## config.mk

```make
export PLATFORM = sky130hd
export DESIGN_NAME = sps_status_strap
export DESIGN_NICKNAME = d
export VERILOG_FILES = /design/src/verilog/sps_pkg.sv /design/src/verilog/sps_pin_mux.sv /design/src/verilog/sps_status_strap.sv /design/src/verilog/sps_tune_rom.sv
export SDC_FILE = /design/constraint.sdc
export NUM_CORES = 1
export LEC_CHECK = 0
export BUFFER_PORTS_ARGS = -buffer_cell sky130_fd_sc_hd__clkbuf_2
export CELL_PAD_IN_SITES_DETAIL_PLACEMENT = 1
export CELL_PAD_IN_SITES_GLOBAL_PLACEMENT = 1
export CORE_ASPECT_RATIO = 1.4
export CORE_MARGIN = 5
export CORE_UTILIZATION = 40
export CTS_CLUSTER_DIAMETER = 40
export DETAILED_ROUTE_END_ITERATION = 10
export PLACE_DENSITY_LB_ADDON = 0.1
export SKIP_LAST_GASP = 1
export SLEW_MARGIN = 25
export SYNTH_ARGS = -nofsm -noshare
export SYNTH_HDL_FRONTEND = slang
export SYNTH_SLANG_ARGS = --single-unit
```

## constraint.sdc

```tcl
create_clock -name mclk -period 2.61 [get_ports mclk]
set_clock_uncertainty 0.2 [all_clocks]
set_input_delay 0.783 -clock mclk [delete_from_list [all_inputs] [get_ports mclk]]
set_output_delay 0.783 -clock mclk [all_outputs]
set_load 0.02 [all_outputs]
```

## src/verilog/sps_pkg.sv

```systemverilog
/*
 * Constants shared by the status pin and startup strap block: field layouts,
 * register offsets, reset values and the preset tuning words.
 * Assumes a 32-bit AXI4-Lite register bus and four strap capable pins.
 */
`default_nettype none

package sps_pkg;

  ////////////////////////////////////////////////////////////////////////////
  // Widths.
  localparam int STRAP_W = 4;
  localparam int FLAG_W = 8;
  localparam int CFG_W = 8;
  localparam int TW_W = 16;
  localparam int MULT_W = 6;
  localparam int ROM_AW = 3;
  localparam int ADDR_W = 8;

  // Pin control field positions.
  localparam int CFG_LOST = 0;
  localparam int CFG_LIMIT = 1;
  localparam int CFG_REF_SEL = 2;
  localparam int CFG_AUX_LSB = 3;
  localparam int CFG_IRQ = 7;
  localparam int AUX_W = 4;

  // Live flag vector positions; bit 0 of each pair is reference_a.
  localparam int FLG_LOST_LSB = 0;
  localparam int FLG_LIMIT_LSB = 2;
  localparam int FLG_AUX_LSB = 4;

  ////////////////////////////////////////////////////////////////////////////
  // Register byte offsets.
  localparam logic [ADDR_W-1:0] OFF_PIN_CFG0 = 8'h00;
  localparam logic [ADDR_W-1:0] OFF_FLAG_LIVE = 8'h10;
  localparam logic [ADDR_W-1:0] OFF_EVT_STAT = 8'h14;
  localparam logic [ADDR_W-1:0] OFF_EVT_MASK = 8'h18;
  localparam logic [ADDR_W-1:0] OFF_STRAP = 8'h1C;
  localparam logic [ADDR_W-1:0] OFF_TUNE = 8'h20;
  localparam logic [ADDR_W-1:0] OFF_MULT = 8'h24;

  // Bus responses.
  localparam logic [1:0] RESP_OKAY = 2'h0;
  localparam logic [1:0] RESP_SLVERR = 2'h2;

  // Reset values.
  localparam logic [CFG_W-1:0] CFG_RST = 8'h00;
  localparam logic [FLAG_W-1:0] MASK_RST = 8'h00;
  localparam logic [TW_W-1:0] TUNE_RST = 16'h0000;
  localparam logic [MULT_W-1:0] MULT_XTAL = 6'h28;
  localparam logic [MULT_W-1:0] MULT_DIRECT = 6'h01;

  // Preset tuning words, entry 7 first; word / 2^16 times the sample clock.
  localparam logic [7:0][TW_W-1:0] TUNE_WORDS = {
    16'h27D0, 16'h1F75, 16'h1797, 16'h13E8,
    16'h0FBA, 16'h0D45, 16'h09F4, 16'h0000
  };

endpackage : sps_pkg

`default_nettype wire

```

## src/verilog/sps_pin_mux.sv

```systemverilog
/*
 * Output selection for one status pin: OR of enabled flags or the interrupt.
 * Assumes flags are synchronous to the block clock.
 */
`timescale 1ns/100ps
`default_nettype none

module sps_pin_mux
  import sps_pkg::*;
(
  input wire logic [CFG_W-1:0] cfg,
  input wire logic [FLAG_W-1:0] flags,
  input wire logic irq,
  output logic val
);

  logic lost_sel;
  logic limit_sel;
  logic combo;

  // Reference flags of the one chosen reference only.
  assign lost_sel = cfg[CFG_REF_SEL] ? flags[FLG_LOST_LSB + 1] : flags[FLG_LOST_LSB];
  assign limit_sel = cfg[CFG_REF_SEL] ? flags[FLG_LIMIT_LSB + 1] : flags[FLG_LIMIT_LSB];

  // OR of every enabled indication; nothing enabled gives low.
  assign combo = (cfg[CFG_LOST] & lost_sel) | (cfg[CFG_LIMIT] & limit_sel) |
    (|(cfg[CFG_AUX_LSB +: AUX_W] & flags[FLG_AUX_LSB +: AUX_W]));

  // Interrupt selection replaces the status combination.
  assign val = cfg[CFG_IRQ] ? irq : combo;

endmodule : sps_pin_mux

`default_nettype wire

```

## src/verilog/sps_status_strap.sv

```systemverilog
/*
 * Status pins with startup strap capture, tuning word preset, event
 * interrupt and an AXI4-Lite register slave.
 * Assumes all inputs are synchronous to mclk and that nrst covers both the
 * power-up pulse and the manual reset pin; the board pulls the pins.
 */
// Our own choices: the AXI4-Lite register port and the address map.
`timescale 1ns/100ps
`default_nettype none

module sps_status_strap
  import sps_pkg::*;
#(
  parameter int NUM_PINS = 4
) (
  input wire logic mclk,
  input wire logic nrst,
  input wire logic [ADDR_W-1:0] s_axi_awaddr,
  input wire logic s_axi_awvalid,
  output logic s_axi_awready,
  input wire logic [31:0] s_axi_wdata,
  input wire logic [3:0] s_axi_wstrb,
  input wire logic s_axi_wvalid,
  output logic s_axi_wready,
  output logic [1:0] s_axi_bresp,
  output logic s_axi_bvalid,
  input wire logic s_axi_bready,
  input wire logic [ADDR_W-1:0] s_axi_araddr,
  input wire logic s_axi_arvalid,
  output logic s_axi_arready,
  output logic [31:0] s_axi_rdata,
  output logic [1:0] s_axi_rresp,
  output logic s_axi_rvalid,
  input wire logic s_axi_rready,
  input wire logic [1:0] reference_lost_flag,
  input wire logic [1:0] frequency_out_of_limits_flag,
  input wire logic [AUX_W-1:0] aux_status_flag,
  input wire logic [STRAP_W-1:0] status_strap_pins_in,
  output logic [STRAP_W-1:0] status_strap_pins_out,
  output logic [STRAP_W-1:0] status_strap_pins_oe,
  output logic [TW_W-1:0] active_tuning_word,
  output logic sysclk_direct_mode,
  output logic [MULT_W-1:0] sysclk_mult_factor,
  output logic irq
);

  if (NUM_PINS != STRAP_W) begin : g_chk
    $error("NUM_PINS must equal the strap width");
  end

  ////////////////////////////////////////////////////////////////////////////
  // Declarations.
  logic [CFG_W-1:0] cfg_r [NUM_PINS];
  logic [CFG_W-1:0] cfg_nxt [NUM_PINS];
  logic [FLAG_W-1:0] flags, ev, w1c;
  logic [FLAG_W-1:0] prev_r, prev_nxt, evst_r, evst_nxt, mask_r, mask_nxt;
  logic [STRAP_W-1:0] strap_r, strap_nxt, pout_r, pout_nxt, poe_r, poe_nxt;
  logic [STRAP_W-1:0] pin_val;
  logic pend_r, pend_nxt, direct_r, direct_nxt, irq_r, irq_nxt;
  logic [TW_W-1:0] tune_r, tune_nxt, rom_word, wmask;
  logic [MULT_W-1:0] mult_r, mult_nxt;
  logic awready_r, awready_nxt, wready_r, wready_nxt, arready_r, arready_nxt;
  logic aw_have_r, aw_have_nxt, w_have_r, w_have_nxt;
  logic bvalid_r, bvalid_nxt, rvalid_r, rvalid_nxt;
  logic [ADDR_W-1:0] waddr_r, waddr_nxt;
  logic [31:0] wdata_r, wdata_nxt, rdata_r, rdata_nxt, rd_val;
  logic [3:0] wstrb_r, wstrb_nxt;
  logic [1:0] bresp_r, bresp_nxt, rresp_r, rresp_nxt;
  logic wr_do, wr_ok, rd_ok;

  // Live indications in one vector.
  assign flags = {aux_status_flag, frequency_out_of_limits_flag, reference_lost_flag};

  ////////////////////////////////////////////////////////////////////////////
  // Per pin selection, each pin reading only its own control byte.
  for (genvar i = 0; i < NUM_PINS; i++) begin : g_pin
    sps_pin_mux u_mux (
      .cfg(cfg_r[i]),
      .flags(flags),
      .irq(irq_r),
      .val(pin_val[i])
    );
  end

  // Preset word for the levels currently on the strap pins.
  sps_tune_rom u_rom (
    .addr(status_strap_pins_in[ROM_AW-1:0]),
    .word(rom_word)
  );

  ////////////////////////////////////////////////////////////////////////////
  // Bus handshakes: one write and one read in flight, channels taken apart.
  assign wr_do = aw_have_r && w_have_r && !bvalid_r;
  assign wr_ok = (waddr_r <= OFF_MULT) && (waddr_r[1:0] == 2'h0);
  assign rd_ok = (s_axi_araddr <= OFF_MULT) && (s_axi_araddr[1:0] == 2'h0);

  always_comb begin
    aw_have_nxt = aw_have_r;
    w_have_nxt = w_have_r;
    waddr_nxt = waddr_r;
    wdata_nxt = wdata_r;
    wstrb_nxt = wstrb_r;
    bvalid_nxt = bvalid_r;
    bresp_nxt = bresp_r;
    rvalid_nxt = rvalid_r;
    rdata_nxt = rdata_r;
    rresp_nxt = rresp_r;
    arready_nxt = arready_r;
    if (s_axi_awvalid && awready_r) begin
      aw_have_nxt = 1'b1;
      waddr_nxt = s_axi_awaddr;
    end
    if (s_axi_wvalid && wready_r) begin
      w_have_nxt = 1'b1;
      wdata_nxt = s_axi_wdata;
      wstrb_nxt = s_axi_wstrb;
    end
    if (wr_do) begin
      aw_have_nxt = 1'b0;
      w_have_nxt = 1'b0;
      bvalid_nxt = 1'b1;
      bresp_nxt = wr_ok ? RESP_OKAY : RESP_SLVERR;
    end
    if (bvalid_r && s_axi_bready) begin
      bvalid_nxt = 1'b0;
    end
    if (s_axi_arvalid && arready_r) begin
      arready_nxt = 1'b0;
      rvalid_nxt = 1'b1;
      rdata_nxt = rd_val;
      rresp_nxt = rd_ok ? RESP_OKAY : RESP_SLVERR;
    end
    if (rvalid_r && s_axi_rready) begin
      rvalid_nxt = 1'b0;
      arready_nxt = 1'b1;
    end
    awready_nxt = !aw_have_nxt && !bvalid_nxt;
    wready_nxt = !w_have_nxt && !bvalid_nxt;
  end

  // Read data selection; unmapped words read as zero.
  always_comb begin
    rd_val = 32'h0000_0000;
    if (s_axi_araddr < OFF_FLAG_LIVE) begin
      rd_val[CFG_W-1:0] = cfg_r[s_axi_araddr[3:2]];
    end else if (rd_ok) begin
      case (s_axi_araddr)
        OFF_FLAG_LIVE: rd_val[FLAG_W-1:0] = flags;
        OFF_EVT_STAT: rd_val[FLAG_W-1:0] = evst_r;
        OFF_EVT_MASK: rd_val[FLAG_W-1:0] = mask_r;
        OFF_STRAP: rd_val[STRAP_W:0] = {direct_r, strap_r};
        OFF_TUNE: rd_val[TW_W-1:0] = tune_r;
        OFF_MULT: rd_val[MULT_W-1:0] = mult_r;
        default: rd_val = 32'h0000_0000;
      endcase
    end
  end

  ////////////////////////////////////////////////////////////////////////////
  // Register file, strap capture, events and pin drive.
  assign wmask = {{8{wstrb_r[1]}}, {8{wstrb_r[0]}}};

  always_comb begin
    cfg_nxt = cfg_r;
    mask_nxt = mask_r;
    tune_nxt = tune_r;
    mult_nxt = mult_r;
    strap_nxt = strap_r;
    direct_nxt = direct_r;
    pend_nxt = pend_r;
    poe_nxt = poe_r;
    w1c = '0;
    if (wr_do && wr_ok && wstrb_r[0]) begin
      if (waddr_r < OFF_FLAG_LIVE) begin
        cfg_nxt[waddr_r[3:2]] = wdata_r[CFG_W-1:0];
      end else if (waddr_r == OFF_EVT_MASK) begin
        mask_nxt = wdata_r[FLAG_W-1:0];
      end else if (waddr_r == OFF_EVT_STAT) begin
        w1c = wdata_r[FLAG_W-1:0];
      end else if (waddr_r == OFF_MULT) begin
        mult_nxt = wdata_r[MULT_W-1:0];
      end
    end
    if (wr_do && waddr_r == OFF_TUNE) begin
      tune_nxt = (tune_r & ~wmask) | (wdata_r[TW_W-1:0] & wmask);
    end
    // First edge after any reset release: sample straps, preset, drive pins.
    if (pend_r) begin
      strap_nxt = status_strap_pins_in;
      tune_nxt = rom_word;
      direct_nxt = status_strap_pins_in[STRAP_W-1];
      mult_nxt = status_strap_pins_in[STRAP_W-1] ? MULT_DIRECT : MULT_XTAL;
      pend_nxt = 1'b0;
      poe_nxt = '1;
    end
    // Any change of a live flag is an event, except across the capture edge.
    prev_nxt = flags;
    ev = pend_r ? '0 : (flags ^ prev_r);
    evst_nxt = (evst_r & ~w1c) | ev; // Set wins over clear.
    irq_nxt = |(evst_r & mask_r);
    pout_nxt = pend_r ? '0 : pin_val;
  end

  // Reset floats the pins at once and arms the capture edge.
  always_ff @(posedge mclk or negedge nrst) begin
    if (!nrst) begin
      for (int i = 0; i < NUM_PINS; i++) begin
        cfg_r[i] <= CFG_RST;
      end
      mask_r <= MASK_RST;
      evst_r <= '0;
      prev_r <= '0;
      tune_r <= TUNE_RST;
      mult_r <= MULT_XTAL;
      strap_r <= '0;
      direct_r <= 1'b0;
      pend_r <= 1'b1;
      poe_r <= '0;
      pout_r <= '0;
      irq_r <= 1'b0;
      awready_r <= 1'b1;
      wready_r <= 1'b1;
      arready_r <= 1'b1;
      aw_have_r <= 1'b0;
      w_have_r <= 1'b0;
      bvalid_r <= 1'b0;
      rvalid_r <= 1'b0;
      waddr_r <= '0;
      wdata_r <= '0;
      wstrb_r <= '0;
      bresp_r <= RESP_OKAY;
      rdata_r <= '0;
      rresp_r <= RESP_OKAY;
    end else begin
      cfg_r <= cfg_nxt;
      mask_r <= mask_nxt;
      evst_r <= evst_nxt;
      prev_r <= prev_nxt;
      tune_r <= tune_nxt;
      mult_r <= mult_nxt;
      strap_r <= strap_nxt;
      direct_r <= direct_nxt;
      pend_r <= pend_nxt;
      poe_r <= poe_nxt;
      pout_r <= pout_nxt;
      irq_r <= irq_nxt;
      awready_r <= awready_nxt;
      wready_r <= wready_nxt;
      arready_r <= arready_nxt;
      aw_have_r <= aw_have_nxt;
      w_have_r <= w_have_nxt;
      bvalid_r <= bvalid_nxt;
      rvalid_r <= rvalid_nxt;
      waddr_r <= waddr_nxt;
      wdata_r <= wdata_nxt;
      wstrb_r <= wstrb_nxt;
      bresp_r <= bresp_nxt;
      rdata_r <= rdata_nxt;
      rresp_r <= rresp_nxt;
    end
  end

  // Outputs straight from flip-flops.
  assign s_axi_awready = awready_r;
  assign s_axi_wready = wready_r;
  assign s_axi_bvalid = bvalid_r;
  assign s_axi_bresp = bresp_r;
  assign s_axi_arready = arready_r;
  assign s_axi_rvalid = rvalid_r;
  assign s_axi_rdata = rdata_r;
  assign s_axi_rresp = rresp_r;
  assign status_strap_pins_out = pout_r;
  assign status_strap_pins_oe = poe_r;
  assign active_tuning_word = tune_r;
  assign sysclk_direct_mode = direct_r;
  assign sysclk_mult_factor = mult_r;
  assign irq = irq_r;
endmodule : sps_status_strap

`default_nettype wire

```

## src/verilog/sps_tune_rom.sv

```systemverilog
/*
 * Preset tuning word ROM, eight entries of sixteen bits.
 * Assumes the address is stable in the cycle the word is loaded.
 */
`timescale 1ns/100ps
`default_nettype none

module sps_tune_rom
  import sps_pkg::*;
(
  input wire logic [ROM_AW-1:0] addr,
  output logic [TW_W-1:0] word
);

  logic [TW_W-1:0] rom [8];

  // Table built from the shared constants, one entry per strap code.
  for (genvar i = 0; i < 8; i++) begin : g_rom
    assign rom[i] = TUNE_WORDS[i];
  end

  // Lookup of the selected entry.
  assign word = rom[addr];

endmodule : sps_tune_rom

`default_nettype wire
```

==> results.txt <==
The flow ran to the end, and the final reports show no timing, DRC or antenna violations. The H-tree was split into 4 levels. The mapped netlist covers 6700 um^2. The die extent in y came out at 163 um.

The clock latency on the worst-skew pair is 0.43 ns. The count of yosys warnings during synthesis is 0. Detailed placement finished with a half-perimeter wire length of 14500 um. For the pin with the worst max-slew slack, the measured transition is 0.518 ns. The setup path with the least slack is of type flip-flop to flip-flop. The maximum buffer depth of the clock tree came out at 2. The first global-routing pass estimated 31200 um of wire. The final-report max-slew violation count is 0. Counting the fill cells in the layout gives 1796. The instance area after placement came out at 7500 um^2. The number of hold-repair buffers added at the cts stage came out at 0.

The final wirelength is 19600 um. The share of flip-flops with an asynchronous set or reset after synthesis came out at 1.00. The most used flip-flop cell after synthesis is sky130_fd_sc_hd__dfrtp_1. The hold violation total from the final report came out at 0.

The total placed cells including tap cells came out at 869. The critical path launch point type is a flip-flop. The number of standard-cell rows in the floorplan came out at 56. The pin count of the biggest net entering global routing came out at 49.

The min-delay analysis places its worst path in the category input port to asynchronous set/reset pin. The total power density per cell area came out at 842 nW/um^2. The DRC violation count after routing came out at 0. For this block, the initial DRC count from the detailed router was 217. The number of top-level pins is 144. The worst endpoint data arrival time came out at 2.33 ns. The number of gates resized after CTS was 0. For this block, the via count after detailed routing is 4973. The sum of negative setup slack came out at 0 ns. The finished cells cover 8070 um^2.

The number of CTS-inserted buffers came out at 17. For this run, the total global-route usage over all layers was measured as 0.210. At the end of routability-driven placement, the weighted congestion stood at 0.869. The width of the die is 119 um. The final critical-path setup slack came out at 0.381 ns. The post-synthesis to final-layout area growth is 20.4%.

The post-layout net count is 763. Setup repair after global routing left no endpoint under its margin. Before CTS, the worst setup slack after placement is 0.0943 ns. The number of optimization iterations in the first detailed-route pass is 5. The tightest hold path in the finished design has a slack of 0.0988 ns. The residual antenna-violating net count after detailed routing came out at 0. The count of final setup violators is 0. Summed over all cells, the static leakage comes to 3.88 nW. The die area came out at 19500 um^2.

The worst register-to-register path begins at s_axi_bvalid. Dividing the detail-routed wire length by the instance count gives 21.8 um. The post-CTS setup buffer count came out at 0. The core region is 16600 um^2. The overall overflow remaining after global route came out at 0.

CTS saw 140 sinks. The number of global-route vias before repair came out at 5396. The synthesized area per cell is 11.9 um^2. The ratio of routed vias to standard cells is 5.52. The cell sitting at the root of the clock tree is a sky130_fd_sc_hd__clkbuf_16. The worst slew margin relative to its limit is 0.655. The number of maximum-capacitance constraint violations is 0. In this run the critical register-to-register path is captured at cfg_r[5].

TritonCTS built the clock tree. Yosys mapped a number of flops with a built-in enable equal to 0. The depth of the worst register-to-register path is 5. The worst setup path is captured at a flip-flop.

The fraction of the yosys area taken by sequential cells came out at 0.524. The synthesized design contains 140 register bits. The initial core utilization is 0.403. The number of distinct library cells after synthesis is 48. Leaving out filler cells and counting taps, the final layout contains 901.

Static timing analysis puts the maximum clock frequency at 449 MHz. The register-to-register setup slack came out at 0.38 ns. After clock tree synthesis, the clock-pin slew on the worst setup and hold paths is 0.06 ns.

The worst supply voltage drop on vdd came out at 558 uV. The share of final-layout standard cells stronger than drive strength 1 is 0.385. The maximum fanout along the worst path came out at 8. The port buffer count came out at 107. The clock period could shrink to 2.23 ns. The number of antenna repair diodes came out at 0. The gate count of the mapped netlist came out at 563. The initial antenna violation count is 0. Dividing the final minimum period by the clock period gives 0.854. Data on the critical path is required at its endpoint by 2.72 ns.
[synth_stat cells (2+ instances only)]
library cell	count	share of area
sky130_fd_sc_hd__nand2_2	3	0.0028
sky130_fd_sc_hd__o21ai_0	16	0.012
sky130_fd_sc_hd__and2_1	4	0.0037
sky130_fd_sc_hd__dfrtp_1	134	0.50
sky130_fd_sc_hd__mux2i_1	11	0.016
sky130_fd_sc_hd__and3_1	2	0.0019
sky130_fd_sc_hd__and3b_1	2	0.0026
sky130_fd_sc_hd__ha_1	7	0.013
sky130_fd_sc_hd__nand2_1	41	0.023
sky130_fd_sc_hd__mux2_4	8	0.018
sky130_fd_sc_hd__nor2b_1	15	0.014
sky130_fd_sc_hd__nand4_1	4	0.0037
sky130_fd_sc_hd__buf_6	3	0.0050
sky130_fd_sc_hd__buf_4	21	0.024
sky130_fd_sc_hd__nor3b_1	2	0.0022
sky130_fd_sc_hd__o311a_1	2	0.0030
sky130_fd_sc_hd__inv_1	19	0.011
sky130_fd_sc_hd__a221oi_1	6	0.0078
sky130_fd_sc_hd__nand3_1	4	0.0030
sky130_fd_sc_hd__o22ai_1	4	0.0037
sky130_fd_sc_hd__a41oi_1	2	0.0026
sky130_fd_sc_hd__nor3_1	2	0.0015
sky130_fd_sc_hd__a222oi_1	4	0.0060
sky130_fd_sc_hd__a32oi_1	2	0.0026
sky130_fd_sc_hd__xnor2_1	8	0.010
sky130_fd_sc_hd__mux4_2	8	0.027
sky130_fd_sc_hd__clkbuf_1	19	0.011
sky130_fd_sc_hd__or2_2	2	0.0019
sky130_fd_sc_hd__a311oi_1	4	0.0052
sky130_fd_sc_hd__a31oi_1	8	0.0075
sky130_fd_sc_hd__nor2_1	31	0.017
sky130_fd_sc_hd__a22oi_1	17	0.019
sky130_fd_sc_hd__a211oi_1	2	0.0022
sky130_fd_sc_hd__buf_2	5	0.0037
sky130_fd_sc_hd__a21oi_1	26	0.019
sky130_fd_sc_hd__dfstp_2	6	0.024
sky130_fd_sc_hd__o221ai_1	7	0.0092
sky130_fd_sc_hd__nor4_1	5	0.0047
sky130_fd_sc_hd__a22o_1	11	0.014
sky130_fd_sc_hd__mux2_2	77	0.13
sky130_fd_sc_hd__and4_1	2	0.0026
[cell usage in the layout, fill, tap and decap left out, types with 8 or more instances in the layout]
master,instances
sky130_fd_sc_hd__clkbuf_16,17
sky130_fd_sc_hd__a22oi_1,17
sky130_fd_sc_hd__a22o_1,11
sky130_fd_sc_hd__nor2_1,31
sky130_fd_sc_hd__mux4_2,8
sky130_fd_sc_hd__conb_1,19
sky130_fd_sc_hd__xnor2_1,8
sky130_fd_sc_hd__mux2_2,77
sky130_fd_sc_hd__mux2i_1,11
sky130_fd_sc_hd__buf_4,24
sky130_fd_sc_hd__a21oi_1,26
sky130_fd_sc_hd__a31oi_1,8
sky130_fd_sc_hd__o21ai_0,16
sky130_fd_sc_hd__nor2b_1,15
sky130_fd_sc_hd__mux2_4,8
sky130_fd_sc_hd__inv_1,19
sky130_fd_sc_hd__clkbuf_2,106
sky130_fd_sc_hd__nand2_1,41
sky130_fd_sc_hd__dfrtp_1,134
[metrics by stage]
stage,utilization,power [W]
CTS,0.486,0.00690
global placement,0.451,0.00448
finish,0.486,0.00680
global route,0.486,0.00714
floorplan,-,0.00389
detailed placement,0.451,0.00454
[area by class of cell]
cell class                 count  area (um^2)  area share
sequential                   140         3510       0.435
multi-input combinational    374         2900       0.359
timing repair buffer         133          762      0.0944
clock buffer                  20          457      0.0566
tap                          203          254      0.0315
clock inverter                12          116      0.0144
inverter                      19         71.3     0.00884
[power by group]
part / total [W] / internal, W / leakage [nW] / switching (W)
logic: 0.00134 / 0.000631 / 1.87 / 0.000708
clock network: 0.00232 / 0.00136 / 0.265 / 0.000950
registers: 0.00314 / 0.00260 / 1.74 / 0.000545
total: 0.00680 / 0.00460 / 3.88 / 0.00220
[worst max-delay path, cell delays in order (launching register included)]
cell	delay [ns]
sky130_fd_sc_hd__dfrtp_1	0.40
sky130_fd_sc_hd__and3b_1	0.25
sky130_fd_sc_hd__and3_1	0.26
sky130_fd_sc_hd__and3b_1	0.31
sky130_fd_sc_hd__and3_4	0.35
sky130_fd_sc_hd__mux2_4	0.33
[how the worst max path moves through the flow]
stage | startpoint | to | slack, ns | cells after the start
CTS | s_axi_bvalid | cfg_r[5] | 0.37 | 5
global route | s_axi_bvalid | cfg_r[3] | 0.29 | 5
detailed placement | s_axi_araddr[2] | s_axi_rdata[6] | 0.09 | 7
finish | s_axi_bvalid | cfg_r[5] | 0.38 | 5
floorplan | s_axi_araddr[2] | s_axi_rdata[6] | 0.20 | 5
global placement | s_axi_araddr[2] | s_axi_rdata[6] | 0.11 | 5
[state kept, by name (all words and copies together) (netlist names), 2 cells and up, named ones only]
signal                 cells
wdata_r                   16
status_strap_pins_out      4
strap_r                    4
sysclk_mult_factor         6
cfg_r                     32
active_tuning_word         2
waddr_r                    8
wstrb_r                    2
s_axi_rdata               16
prev_r                     8
evst_r                     8
mask_r                     8
[kinds of logic (layout without fill, tap and decap cells)]
group | Yosys count | count (layout) | share of synthesized area
adder cells (fa/ha/maj) | 7 | 7 | 0.0131
buffers and inverters | 67 | 184 | 0.0536
AND/OR/NAND/NOR | 121 | 121 | 0.0878
AO/OA/AOI/OAI | 114 | 114 | 0.119
XOR/XNOR | 9 | 9 | 0.0118
flip-flops | 140 | 140 | 0.524
multiplexers | 104 | 104 | 0.191
other | 1 | 19 | 0.000560
[metal layers]
layer,wire length [um],vias to the layer above,GRT usage
met5,0,-,0
li1,-,2262,-
met4,343,0,0.0693
met3,863,21,0.0433
met2,11100,122,0.395
met1,7330,2568,0.234
Note: power is estimated with default switching activity, not from simulation.
